==> src/hdl/jlc_pkg.sv <==
// Package for the serial link control page: offsets, fields, reset values
package jlc_pkg;
    // ------------------------------------------------------------------
    // Register indices; each byte address is four times its index
    // ------------------------------------------------------------------
    localparam logic [7:0] LINK_CONTROL_IDX  = 8'h00;
    localparam logic [7:0] SYNC_LANE_IDX     = 8'h01;
    localparam logic [7:0] MF_LENGTH_IDX     = 8'h06;
    localparam logic [7:0] LANE_STATUS_IDX   = 8'h08;
    localparam logic [9:0] LINK_CONTROL_ADDR = 10'h000;
    localparam logic [9:0] SYNC_LANE_ADDR    = 10'h004;
    localparam logic [9:0] MF_LENGTH_ADDR    = 10'h018;
    localparam logic [9:0] LANE_STATUS_ADDR  = 10'h020;

    // ------------------------------------------------------------------
    // Field positions
    // ------------------------------------------------------------------
    localparam int MF_SRC_BIT      = 7;
    localparam int PATTERN_BIT     = 4;
    localparam int FLIP_BIT        = 3;
    localparam int LANE_ALIGN_BIT  = 2;
    localparam int FRAME_ALIGN_BIT = 1;
    localparam int SUPPRESS_BIT    = 0;
    localparam int SW_SYNC_BIT     = 7;
    localparam int SYNC_SRC_BIT    = 6;
    localparam int FILTER_LSB      = 3;
    localparam int MODE_LSB        = 0;

    // ------------------------------------------------------------------
    // Reset values and masks of writable bits
    // ------------------------------------------------------------------
    localparam logic [7:0] LINK_CONTROL_RST  = 8'h00;
    localparam logic [7:0] SYNC_LANE_RST     = 8'h01;
    localparam logic [4:0] MF_LENGTH_RST     = 5'h08;
    localparam logic [7:0] LINK_CONTROL_MASK = 8'h9F;
    localparam logic [4:0] DEFAULT_FRAMES    = 5'h05;

    // ------------------------------------------------------------------
    // Filter and lane-mode codes
    // ------------------------------------------------------------------
    localparam logic [2:0] FILT_BYPASS = 3'h0;
    localparam logic [2:0] FILT_DEC4   = 3'h4;
    localparam logic [2:0] FILT_DEC2   = 3'h6;
    localparam logic [2:0] FILT_DEC4IQ = 3'h7;
    localparam logic [2:0] MODE_ONE    = 3'h1;
    localparam logic [2:0] MODE_TWO    = 3'h2;
    localparam logic [2:0] MODE_FOUR   = 3'h4;

    // ------------------------------------------------------------------
    // Control characters (8b/10b K codes, byte values)
    // ------------------------------------------------------------------
    localparam logic [7:0] K28_3 = 8'h7C;
    localparam logic [7:0] K28_5 = 8'hBC;
    localparam logic [7:0] K28_7 = 8'hFC;

    // Lane stream states
    typedef enum logic [1:0] {
        JLC_SYNC,
        JLC_ALIGN_SEQ,
        JLC_DATA
    } jlc_state_e;
endpackage

==> src/hdl/jlc_link_control.sv <==
// Link control page: APB registers and lane character stream
`timescale 1ns/1ps
// Notes on behaviour
// - Control bit clear: five frames per multiframe; set: use length register.
// - Programmed frames field means value plus one frames.
// - Pattern enable sends long transport test pattern instead of samples.
// - Flip bit reverses sample bit order.
// - Lane align bit inserts K28.3 characters.
// - Frame align bit inserts K28.7 characters.
// - Suppress bit skips initial alignment sequence after sync release.
// - Sync source: pin when select clear, software bit when set.
// - Software sync with register source replaces data by K28.5.
// - Filter field bits 5-3 with lane mode set configuration; 000 bypass.
// - Lane mode field bits 2-0 selects lanes; resets to 001, eight lanes.
// - Bypass: four lanes for modes 100/010, eight for 001.
// - Mode 001 gives four lanes for filters 110 and 111.
// - Two lanes for 110/010, 111/010, 100/001; one for 100/010.
module jlc_link_control
    import jlc_pkg::*;
#(
    parameter int SAMPLE_W = 14
) (
    // Clock and reset
    input  wire logic                sys_clk,
    input  wire logic                rst_n,
    // APB slave
    input  wire logic                psel,
    input  wire logic                penable,
    input  wire logic                pwrite,
    input  wire logic [9:0]          paddr,
    input  wire logic [31:0]         pwdata,
    output logic                     pready,
    output logic      [31:0]         prdata,
    output logic                     pslverr,
    // Sample input and sync pin (sync request active low)
    input  wire logic [SAMPLE_W-1:0] sampleData,
    input  wire logic                syncPin_n,
    // Lane character stream
    output logic      [7:0]          laneByte,
    output logic                     laneIsK,
    output logic      [3:0]          activeLanes,
    output logic      [4:0]          framesPerMf
);
    if (SAMPLE_W < 8 || SAMPLE_W > 16) begin : g_bad_width
        $error("SAMPLE_W must be 8 to 16");
    end

    // ------------------------------------------------------------------
    // Registers
    // ------------------------------------------------------------------
    logic [7:0]  linkControl_reg;
    logic [7:0]  syncLane_reg;
    logic [4:0]  mfLength_reg;
    logic        wrEn;
    logic        rdEn;
    logic        addrHit;
    logic [3:0]  laneCountDec;
    logic        comboValid;
    jlc_state_e laneState_reg;

    assign wrEn    = psel && penable && pwrite;
    assign rdEn    = psel && !penable && !pwrite;
    assign addrHit = (paddr == LINK_CONTROL_ADDR) || (paddr == SYNC_LANE_ADDR)
                  || (paddr == MF_LENGTH_ADDR) || (paddr == LANE_STATUS_ADDR);
    assign pready  = 1'b1;
    assign pslverr = psel && penable && !addrHit;

    always_ff @(posedge sys_clk or negedge rst_n) begin
        if (!rst_n) begin
            linkControl_reg <= LINK_CONTROL_RST;
        end else if (wrEn && paddr == LINK_CONTROL_ADDR) begin
            // Bits 6-5 are write-zero and read back as zero
            linkControl_reg <= pwdata[7:0] & LINK_CONTROL_MASK;
        end
    end

    always_ff @(posedge sys_clk or negedge rst_n) begin
        if (!rst_n) begin
            syncLane_reg <= SYNC_LANE_RST;
        end else if (wrEn && paddr == SYNC_LANE_ADDR) begin
            syncLane_reg <= pwdata[7:0];
        end
    end

    always_ff @(posedge sys_clk or negedge rst_n) begin
        if (!rst_n) begin
            mfLength_reg <= MF_LENGTH_RST;
        end else if (wrEn && paddr == MF_LENGTH_ADDR) begin
            mfLength_reg <= pwdata[4:0];
        end
    end

    // Read data registered in setup so it stands through the access phase
    always_ff @(posedge sys_clk or negedge rst_n) begin
        if (!rst_n) begin
            prdata <= 32'h0000_0000;
        end else if (rdEn) begin
            case (paddr)
                LINK_CONTROL_ADDR: prdata <= {24'h0, linkControl_reg};
                SYNC_LANE_ADDR:    prdata <= {24'h0, syncLane_reg};
                MF_LENGTH_ADDR:    prdata <= {27'h0, mfLength_reg};
                LANE_STATUS_ADDR:  prdata <= {23'h0, comboValid,
                                              2'h0, laneState_reg,
                                              laneCountDec};
                default:           prdata <= 32'h0000_0000;
            endcase
        end
    end

    // ------------------------------------------------------------------
    // Link configuration
    // ------------------------------------------------------------------
    jlc_lane_decode u_decode (
        .filterSel  (syncLane_reg[FILTER_LSB +: 3]),
        .modeSel    (syncLane_reg[MODE_LSB +: 3]),
        .laneCount  (laneCountDec),
        .comboValid (comboValid)
    );

    logic [4:0] framesNext;
    // Field plus one; a field of 1Fh wraps to 0, and the frame counter then runs 32 frames
    assign framesNext = linkControl_reg[MF_SRC_BIT]
                      ? mfLength_reg + 5'h01
                      : DEFAULT_FRAMES;

    always_ff @(posedge sys_clk or negedge rst_n) begin
        if (!rst_n) begin
            activeLanes <= 4'h0;
            framesPerMf <= DEFAULT_FRAMES;
        end else begin
            activeLanes <= laneCountDec;
            framesPerMf <= framesNext;
        end
    end

    // ------------------------------------------------------------------
    // Sync source and lane state
    // ------------------------------------------------------------------
    logic syncReq;
    assign syncReq = syncLane_reg[SYNC_SRC_BIT]
                   ? syncLane_reg[SW_SYNC_BIT]
                   : !syncPin_n;

    jlc_state_e laneState_next;
    logic [3:0] octetCnt_reg;
    logic [4:0] frameCnt_reg;
    logic [1:0] mfCnt_reg;
    logic       frameEnd;
    logic       mfEnd;

    // Four octets per frame on each lane
    assign frameEnd = (octetCnt_reg == 4'h3);
    assign mfEnd    = frameEnd && (frameCnt_reg == framesPerMf - 5'h01);

    always_comb begin
        laneState_next = laneState_reg;
        case (laneState_reg)
            JLC_SYNC: begin
                if (!syncReq) begin
                    laneState_next = linkControl_reg[SUPPRESS_BIT]
                                   ? JLC_DATA : JLC_ALIGN_SEQ;
                end
            end
            JLC_ALIGN_SEQ: begin
                if (syncReq)
                    laneState_next = JLC_SYNC;
                else if (mfEnd && mfCnt_reg == 2'h3)
                    laneState_next = JLC_DATA;
            end
            JLC_DATA: begin
                if (syncReq)
                    laneState_next = JLC_SYNC;
            end
            default: laneState_next = JLC_SYNC;
        endcase
    end

    always_ff @(posedge sys_clk or negedge rst_n) begin
        if (!rst_n)
            laneState_reg <= JLC_SYNC;
        else
            laneState_reg <= laneState_next;
    end

    always_ff @(posedge sys_clk or negedge rst_n) begin
        if (!rst_n) begin
            octetCnt_reg <= 4'h0;
            frameCnt_reg <= 5'h00;
            mfCnt_reg    <= 2'h0;
        end else if (laneState_next != laneState_reg) begin
            octetCnt_reg <= 4'h0;
            frameCnt_reg <= 5'h00;
            mfCnt_reg    <= 2'h0;
        end else begin
            octetCnt_reg <= frameEnd ? 4'h0 : octetCnt_reg + 4'h1;
            if (mfEnd) begin
                frameCnt_reg <= 5'h00;
                mfCnt_reg    <= mfCnt_reg + 2'h1;
            end else if (frameEnd) begin
                frameCnt_reg <= frameCnt_reg + 5'h01;
            end
        end
    end

    // ------------------------------------------------------------------
    // Data path
    // ------------------------------------------------------------------
    function automatic logic [15:0] reverse16(input logic [15:0] v);
        logic [15:0] r;
        r = 16'h0000;
        for (int i = 0; i < 16; i++)
            r[i] = v[15 - i];
        return r;
    endfunction

    logic [15:0] sampleWide;
    logic [15:0] sampleOut;
    logic [15:0] patternWord;
    logic [7:0]  dataByte;

    assign sampleWide = 16'(sampleData) << (16 - SAMPLE_W);
    assign sampleOut  = linkControl_reg[FLIP_BIT]
                      ? reverse16(sampleWide) : sampleWide;
    // Long transport pattern: sample slot carries frame and octet index
    assign patternWord = {3'h0, frameCnt_reg, 4'h0, octetCnt_reg};
    assign dataByte = linkControl_reg[PATTERN_BIT]
                    ? (octetCnt_reg[0] ? patternWord[7:0]
                                       : patternWord[15:8])
                    : (octetCnt_reg[0] ? sampleOut[7:0]
                                       : sampleOut[15:8]);

    always_ff @(posedge sys_clk or negedge rst_n) begin
        if (!rst_n) begin
            laneByte <= K28_5;
            laneIsK  <= 1'b1;
        end else if (laneState_reg == JLC_SYNC) begin
            laneByte <= K28_5;
            laneIsK  <= 1'b1;
        end else if (laneState_reg == JLC_ALIGN_SEQ) begin
            laneIsK  <= frameCnt_reg == 5'h00 && octetCnt_reg == 4'h0
                     || mfEnd;
            laneByte <= (frameCnt_reg == 5'h00 && octetCnt_reg == 4'h0)
                      ? (mfCnt_reg == 2'h1 ? K28_5 : 8'h1C)
                      : (mfEnd ? K28_3 : 8'h00);
        end else if (mfEnd && linkControl_reg[LANE_ALIGN_BIT]) begin
            laneByte <= K28_3;
            laneIsK  <= 1'b1;
        end else if (frameEnd && linkControl_reg[FRAME_ALIGN_BIT]) begin
            laneByte <= K28_7;
            laneIsK  <= 1'b1;
        end else begin
            laneByte <= comboValid ? dataByte : 8'h00;
            laneIsK  <= 1'b0;
        end
    end
endmodule // jlc_link_control

==> src/hdl/jlc_lane_decode.sv <==
// Lane-count decoder for filter and lane-mode combinations
`timescale 1ns/1ps
module jlc_lane_decode
    import jlc_pkg::*;
(
    // Configuration
    input  wire logic [2:0] filterSel,
    input  wire logic [2:0] modeSel,
    // Decoded result
    output logic      [3:0] laneCount,
    output logic            comboValid
);
    always_comb begin
        laneCount  = 4'h0;
        comboValid = 1'b1;
        case ({filterSel, modeSel})
            {FILT_BYPASS, MODE_FOUR}: laneCount = 4'h4;
            {FILT_BYPASS, MODE_TWO}:  laneCount = 4'h4;
            {FILT_BYPASS, MODE_ONE}:  laneCount = 4'h8;
            {FILT_DEC2, MODE_ONE}:    laneCount = 4'h4;
            {FILT_DEC4IQ, MODE_ONE}:  laneCount = 4'h4;
            {FILT_DEC2, MODE_TWO}:    laneCount = 4'h2;
            {FILT_DEC4IQ, MODE_TWO}:  laneCount = 4'h2;
            {FILT_DEC4, MODE_ONE}:    laneCount = 4'h2;
            {FILT_DEC4, MODE_TWO}:    laneCount = 4'h1;
            default: begin
                // Unlisted pairs report zero lanes and zero the data octets; K characters still go out
                comboValid = 1'b0;
            end
        endcase
    end
endmodule // jlc_lane_decode

==> config.mk <==
export PLATFORM = sky130hd
export DESIGN_NAME = jlc_link_control
export DESIGN_NICKNAME = d
export VERILOG_FILES = /design/src/hdl/jlc_pkg.sv /design/src/hdl/jlc_link_control.sv /design/src/hdl/jlc_lane_decode.sv
export SDC_FILE = /design/constraint.sdc
export NUM_CORES = 1
export LEC_CHECK = 0
export BUFFER_PORTS_ARGS = -buffer_cell sky130_fd_sc_hd__buf_2
export CAP_MARGIN = 20
export CORE_ASPECT_RATIO = 0.7
export CORE_MARGIN = 1.5
export CORE_UTILIZATION = 40
export DETAILED_ROUTE_END_ITERATION = 10
export PLACE_DENSITY = 0.72
export SLEW_MARGIN = 20
export SYNTH_ARGS = -nofsm -noshare
export SYNTH_HDL_FRONTEND = slang
export SYNTH_SLANG_ARGS = --single-unit
==> constraint.sdc <==
create_clock -name sys_clk -period 2.75 [get_ports sys_clk]
set_input_delay 0.6875 -clock sys_clk [delete_from_list [all_inputs] [get_ports sys_clk]]
set_output_delay 0.6875 -clock sys_clk [all_outputs]
set_load 0.1 [all_outputs]
Word level (Yosys, flattened, before mapping)
Index checks and enable logic that the tools add are counted.

Register bits: 82. Input bits: 62. Output and inout bits: 52. Logic and storage cells: 100.

$add $sub $neg: 5. Equality and inequality tests: 19. Multiplexer cells: 34. Reductions and logical operators: 30.

Operators by type and width (number): $mux W8 (9); $eq A6 B6 Y1 const B (6); $pmux W9 S4 (1); $mux W5 (5); $mux W16 (1); $pmux W4 S4 (1); $mux W2 (7); $logic_and A1 B1 Y1 (13); $add A5 B1 Y5 const B (2); $eq A10 B3 Y1 const B (1); $eq A10 B5 Y1 const B (1); $eq A10 B6 Y1 const B (1); $logic_not A10 Y1 (1); $reduce_or A9 Y1 (1); $mux W4 (2); $mux W7 (1); $eq A6 B1 Y1 const B (1); $eq A6 B2 Y1 const B (1); $eq A6 B3 Y1 const B (1); $mux W1 (6); $pmux W2 S3 (1); $eq A5 B5 Y1 (1); $logic_not A5 Y1 (1); $sub A5 B1 Y5 const B (1); other kinds (14) (22).

Depth between registers and ports, before layout
Gate-level depths: netlist of run 1.

Depth after elaboration: 9. Mapped depth: 8. Depth with buffers taken out: 7.

Cells and area by module
A second synthesis of run 1 with hierarchy kept.

Cell total of the unflattened synthesis: 352. Area total of the unflattened synthesis: 3555.9 um^2.

By module, submodules not included: jlc_link_control (instances 1, cells each 336, area each 3434.5 um^2, seq. area each 1488.9 um^2); jlc_lane_decode (instances 1, cells each 16, area each 121.4 um^2, seq. area each 0.0 um^2).

Worst setup path before layout of run 1
OpenSTA, ideal clock, no wires.

Path type: input-to-output. From: input port paddr[7]. To: output port pslverr. Arrival time: 2142 ps. Data required time: 2062 ps. Slack: -80 ps. Stages on the path: 4. Path buffers: 0. Path through: or4_4 > nor3_4 > o21ai_0 > and3_1.

Cells in the longest elaborated chain, start to end: 6. Elaborated cells on any way between the ends: 9. Those cells by class: eq/ne (3); reduce/logical (6).

Ends and longest elaborated chain: start, declared (RTL line jlc_link_control.sv:30) `input wire logic [9:0] paddr,`; $eq A10 B3 Y1 / $logic_not A10 Y1 (equally long branches) (RTL line jlc_link_control.sv:63) `assign addrHit = (paddr == LINK_CONTROL_ADDR) || (paddr == SYNC_LANE_ADDR)`; $logic_or A1 B1 Y1 (RTL line jlc_link_control.sv:63); $logic_or A1 B1 Y1 (RTL line jlc_link_control.sv:64) `|| (paddr == MF_LENGTH_ADDR) || (paddr == LANE_STATUS_ADDR);`; $logic_or A1 B1 Y1 * (RTL line jlc_link_control.sv:64); $logic_not A1 Y1 * (RTL line jlc_link_control.sv:66) `assign pslverr = psel && penable && !addrHit;`; $logic_and A1 B1 Y1 * (RTL line jlc_link_control.sv:66); end, declared (RTL line jlc_link_control.sv:34) `output logic pslverr,`.

Mark *: on every way between the ends. The rest lies on a longest branch, timed or not.

Worst setup path in the final report of run 1
Ends and elaborated chain as after synthesis.

==> metrics, run 1 <==
Post-synth EDFFs 0; final net count approximately 490; CTS Buffer Depth 2; Final Skew 0.00445 ns; GPL Wtd Cong a little under 0.9; Worst Max-Slew Pin Slew between 0.7 and 0.8 ns; Period Utilization, post-route between 90 and 100%; vias in the first global route ~2.7k; PortBufs 65; Synth area leaders dfrtp_1 (35%), dfstp_2 (7.6%), mux2_2 (7.2%); Crit Path Max Fanout 2; Vias 2,793; placed cell area approximately 3900 µm²; peak supply drop roughly 270 µV; Final Instance Area 4180 µm²; H-tree depth 3; TritonRoute pass-1 iters 4; final hold violations 0; worst min-delay path category primary input to asynchronous set/reset pin; Starting Density about two fifths; Die W between 100 and 150 µm; Antenna Violating Nets Remaining 0; initial antenna violation count 0; Seq/Total Area, Yosys a little over two fifths; Final TNS setup 0 ns; Worst Reg2Reg Path Length in Cells 7; die area ~9200 µm²; Overflow after GRT 0; Syn. warnings 0; count of different cell masters after synthesis 62; CTS buffer count 9; Cells after Synth around 340; Post-synth top flop dfrtp_1; average wire per standard cell about 15 µm; WP data required ~2.1 ns; Rel. slew slack 51.1%; std cell rows 28; clock-pin transition on the worst setup and hold timing paths 0.05 ns; cell with the most instances after synthesis dfrtp_1; Synth Area per Inst between 10 and 15 µm²; first-pass GRT wire length 13,500 µm; ANT cells 0; Max Clk Rate about 370 MHz; detailed-route DRC error count 0; # setup viols final 0; Die H 80.9 µm; status completed; post-synth design cell area ~3500 µm²; Total Routing Usage GR 19.1%; Total Wirelength about 8000 µm; final core utilization 49.5%; Async SR Flop Fraction 100%; drt via density 5.17; CP startpoint kind primary input; core area roughly 8400 µm²; Final HPWL DP between 6000 and 7000 µm; Final Max Tran Viols 0; PD cells 625 nW/µm²; RSZ-0062 raised after global routing false; area grow syn2layout 20.7%; most common library cells after synthesis dfrtp_1 (49), nand2_1 (29), buf_4 (25); P_leak 2.01 nW; Skew-Pair Late Insertion Delay about 0.32 ns; layout cells sized above 1 between 30% and 40%; maxcap violations 0; TritonCTS clock tree built; type of the worst setup path primary input to output port; initial detailed-routing violation count slightly above 200; Critical Path AT just under 2 ns; largest net degree at the start of global routing 60; largest area contributor in the netlist dfrtp_1; Crit. End Element output port; Root Buffer clkbuf_16; flip-flop count of the largest register after layout 9; Design Power ~2.6 mW; Final min period ~2.7 ns; Sink Count 59; Synth Register Bits 59; share of the synthesized area in the top cell type between 30% and 40%; Top Ports between 100 and 150
==> cell families (layout without fill, tap and decap cells) <==
logic type / count (synthesis) / count (layout) / synth area share (%)
buffers and inverters: 48 / 103 / 8.27
flip-flops: 59 / 59 / 43.0
other: 2 / 24 / 0.217
AO/OA/AOI/OAI: 61 / 61 / 11.2
adder cells (fa/ha/maj): 8 / 8 / 2.89
AND/OR/NAND/NOR: 109 / 109 / 17.6
XOR/XNOR: 14 / 14 / 3.54
multiplexers: 42 / 42 / 13.3
==> worst max-delay path: stages <==
cell and delay, ns:
buf_2 0.10, or4_4 0.54, nor3_4 0.14, o21ai_0 0.11
and3_2 0.23, buf_6 0.18
==> worst paths after layout <==
path	from	to	slack, ns
max	paddr[7]	pslverr	0.07
min	rst_n	activeLanes[1]	0.35
max reg2reg	octetCnt_reg[1]	laneState_reg[0]	0.45
min reg2reg	prdata[6]	prdata[6]	0.47
max in group asynchronous	rst_n	laneByte[4]	2.08
min in group sys_clk	prdata[6]	prdata[6]	0.47
==> where the power goes <==
| group | internal, mW | switching [mW] |
|---|---|---|
| Sequential | 0.907 | 0.0203 |
| Combinational | 0.114 | 0.403 |
| Clock | 0.789 | 0.381 |
| Total | 1.81 | 0.804 |
==> metrics by stage <==
step | worst slack [ns] | std cells | hold WS, ns
after global routing | 0.0215 | 540 | 0.383
after floorplan | 0.0364 | 365 | 0.392
after detailed placement | -0.0298 | 524 | 0.470
after global placement | -0.0101 | 524 | 0.465
final | 0.0696 | 540 | 0.355
after CTS | 0.0212 | 540 | 0.370
==> repair_timing <==
action | 4_1_cts | 5_1_grt
resized for setup | 1 | 1
setup endpoints to repair | 1 | 1
setup buffers | 0 | 0
hold buffers | 0 | 0
==> metal layers <==
metal	wire length, µm	share of wire [%]	global-route usage [%]
met5	0	0	0
met1	3910	48	26.3
met2	3630	44	29.3
met3	588	7.1	4.93
met4	101	1.2	6.75
==> placed cells by master (no fill, tap or decap), types with 2 or more instances in the layout <==
cell type  synthesis  routed
buf_2              2      64
dfrtp_1           49      49
nand2_1           29      29
conb_1             2      24
mux2_2            22      22
nor2_1            20      20
o21ai_0           19      19
mux2i_1           19      19
a21oi_1           16      16
inv_1             13      13
nand3_1           12      12
dfstp_2           10      10
clkbuf_16          0       9
xnor2_1            8       8
ha_1               8       8
buf_4             25       8
nor3_1             7       7
xor2_1             6       6
nor2b_1            5       5
and3_1             6       5
a221oi_1           4       4
a31oi_1            3       3
nor3b_1            3       3
a22oi_1            3       3
and2_1             3       3
and3b_1            2       2
or2_2              2       2
a311oi_1           2       2
and3_2             1       2
o31ai_1            2       2
nand3b_1           2       2
or3_1              2       2
clkinv_2           0       2
bufinv_16          0       2
clkbuf_1           6       2
==> area by class of cell <==
cell class              count  area [µm²]
clock buffers              11         233
well taps                 120         150
inverters                  13        48.8
fillers                   778        4260
multi-input cells         258        1770
repair buffers             74         412
flip-flops and latches     59        1490
clock inverters             5        77.6
No activity file was read; power rests on OpenSTA's default activity.
==> run 2, diff against run 1 <==
--- a/config.mk
+++ b/config.mk
@@ -9,9 +9,10 @@
 export CAP_MARGIN = 20
 export CORE_ASPECT_RATIO = 0.7
 export CORE_MARGIN = 1.5
-export CORE_UTILIZATION = 40
+export CORE_UTILIZATION = 30
 export DETAILED_ROUTE_END_ITERATION = 10
-export PLACE_DENSITY = 0.72
+export PLACE_DENSITY = 0.58
+export SETUP_SLACK_MARGIN = 0.15
 export SLEW_MARGIN = 20
 export SYNTH_ARGS = -nofsm -noshare
 export SYNTH_HDL_FRONTEND = slang
==> run 2 against run 1 <==
First-iteration DRC count fell by 28%; largest power group unchanged; critical path type unchanged; largest cell class unchanged; sequential power about the same; flip-flop and latch count stayed put; fmax rose by 3.1%; register-to-register slack improved by 0.02 ns.
==> metrics, run 2 (synthesis gave the netlist of run 1 again) <==
status completed; worst r2r dst laneState_reg[0]; final core utilization 37.6% (-12 points); Crit. End Element output port; CP max stage cell or4_4; Final min period 2.60 ns (-0.0808 ns); Antenna Violating Nets Remaining 0 (unchanged); RSZ-0062 raised after global routing true; TritonRoute pass-1 iters 4 (unchanged); type of the worst setup path primary input to output port; Crit Path Max Fanout 2 (unchanged); WP data required 2.06 ns (about the same); Final HPWL DP 6420 µm (+4.8%); Filler Cell Count 1,157 (+49%); first-pass GRT wire length 13,500 µm (about the same); Root Buffer clkbuf_16; # Post-CTS Setup Buffers 0 (unchanged); Vias 2,762 (-1.1%); Die H 92.9 µm (+15%); PD cells 583 nW/µm² (-6.7%); Final Max Tran Viols 0 (unchanged); initial antenna violation count 1 (+1); most common cell after layout, fill and taps aside buf_2; H-tree depth 3 (unchanged); crit-path cells buf_2, or4_4, nor3_4, o21ai_1, and3_4, buf_12; Final Skew 0.00734 ns (+0.00289 ns); std cell rows 32 (+14%); CTS buffer count 9 (unchanged); WHS 0.414 ns (+0.0594 ns); flip-flop count of the largest register after layout 9 (unchanged); Reg-to-Reg Start octetCnt_reg[1]; Rel. slew slack 52.7% (+1.6 points); vias in the first global route 2,591 (-4.8%); maxcap violations 0 (unchanged); initial detailed-routing violation count 147 (-28%); final net count 485 (unchanged); FF+latch area 1490 µm² (unchanged); layout cells sized above 1 31.7% (-0.24 points); Die W 131 µm (+15%); Worst Max-Slew Pin Slew 0.705 ns (-0.0264 ns); Worst R2R Setup Slack 0.47 ns (+0.02 ns); GPL Wtd Cong 0.781 (-9.8%); Sink Count 59 (unchanged); CP startpoint kind primary input; detailed-route DRC error count 0 (unchanged); CTS Buffer Depth 2 (unchanged); average wire per standard cell 14.8 µm (-2.8%); footprint of the multi-input gates 1780 µm² (+0.21%); Skew-Pair Late Insertion Delay 0.33 ns (about the same); peak supply drop 278 µV (+1.7%); Top Ports 114 (unchanged); TritonCTS clock tree built; cts hold-fix bufs 0 (unchanged); Total Routing Usage GR 14.2% (-4.9 points); Starting Density 31.1% (-9.9 points); Overflow after GRT 0 (unchanged); Total Wirelength 8490 µm (+3.2%); Final TNS setup 0 ns (unchanged); clock-pin transition on the worst setup and hold timing paths 0.05 ns (about the same); drt via density 4.82 (-6.8%); Critical Path AT 1.91 ns (-0.08 ns); PortBufs 65 (unchanged); highest-count cells in the layout ignoring fill and taps buf_2 (64), dfrtp_1 (49), nand2_1 (29), conb_1 (24), mux2_2 (22); Max Clk Rate 385 MHz (+3.1%); CTS resizes 4 (+3); P_leak 2.00 nW (-0.69%); largest net degree at the start of global routing 32 (-47%); # setup viols final 0 (unchanged); die area 12,200 µm² (+32%); Period Utilization, post-route 94.5% (-2.9 points); final hold violations 0 (unchanged); worst min-delay path category primary input to asynchronous set/reset pin; Worst Reg2Reg Path Length in Cells 7 (unchanged); area grow syn2layout 21.0%; core area 11,100 µm² (+32%); ANT cells 0 (unchanged); Largest stage delay, worst path 0.54 ns (about the same)
## run 2: how the worst max path moves through the flow
| stage | cells after the start | to | startpoint |
|---|---|---|---|
| floorplan | 4 | pslverr | paddr[7] |
| global placement | 6 | pslverr | paddr[7] |
| detailed placement | 6 | pslverr | paddr[7] |
| CTS | 6 | pslverr | paddr[7] |
| global route | 6 | pslverr | paddr[7] |
| finish | 6 | pslverr | paddr[7] |
## run 2: through the flow
stage / worst slack (ns) / std cells / power, mW / area (µm²)
after floorplan: 0.134 / 365 / 1.37 / 3550
after global placement: 0.0107 / 557 / 1.45 / 3910
after detailed placement: 0.0168 / 557 / 1.46 / 3910
after CTS: 0.121 / 573 / 2.47 / 4190
after global routing: 0.100 / 573 / 2.55 / 4190
final: 0.150 / 573 / 2.44 / 4190
## run 2: critical path: cells and delay by family
| kind | cells | cell delay, ns |
|---|---|---|
| compound gates | 1 | 0.09 |
| simple gates | 3 | 0.88 |
| buf+inv | 2 | 0.26 |
## run 2: layout make-up
class	count	area share (%)
clock buffers	13	5.97
clock inverters	3	0.358
inverters	13	1.16
multi-input cells	258	42.4
flip-flops and latches	59	35.5
well taps	153	4.57
repair buffers	74	10.0
## run 2: report_power, final
| part | leakage, nW | internal (mW) | switching [mW] |
|---|---|---|---|
| combinational | 1.08 | 0.115 | 0.402 |
| clock | 0.133 | 0.629 | 0.372 |
| sequential | 0.779 | 0.907 | 0.0198 |
| total | 2.00 | 1.65 | 0.794 |
## run 2: routing by layer
| metal | vias to the layer above | wire length (µm) | track usage (%) |
|---|---|---|---|
| met1 | 1347 | 4130 | 19.4 |
| met4 | 2 | 65 | 3.33 |
| met3 | 9 | 623 | 5.69 |
| met5 | - | 10 | 0 |
| met2 | 83 | 3660 | 20.9 |
| li1 | 1321 | - | - |
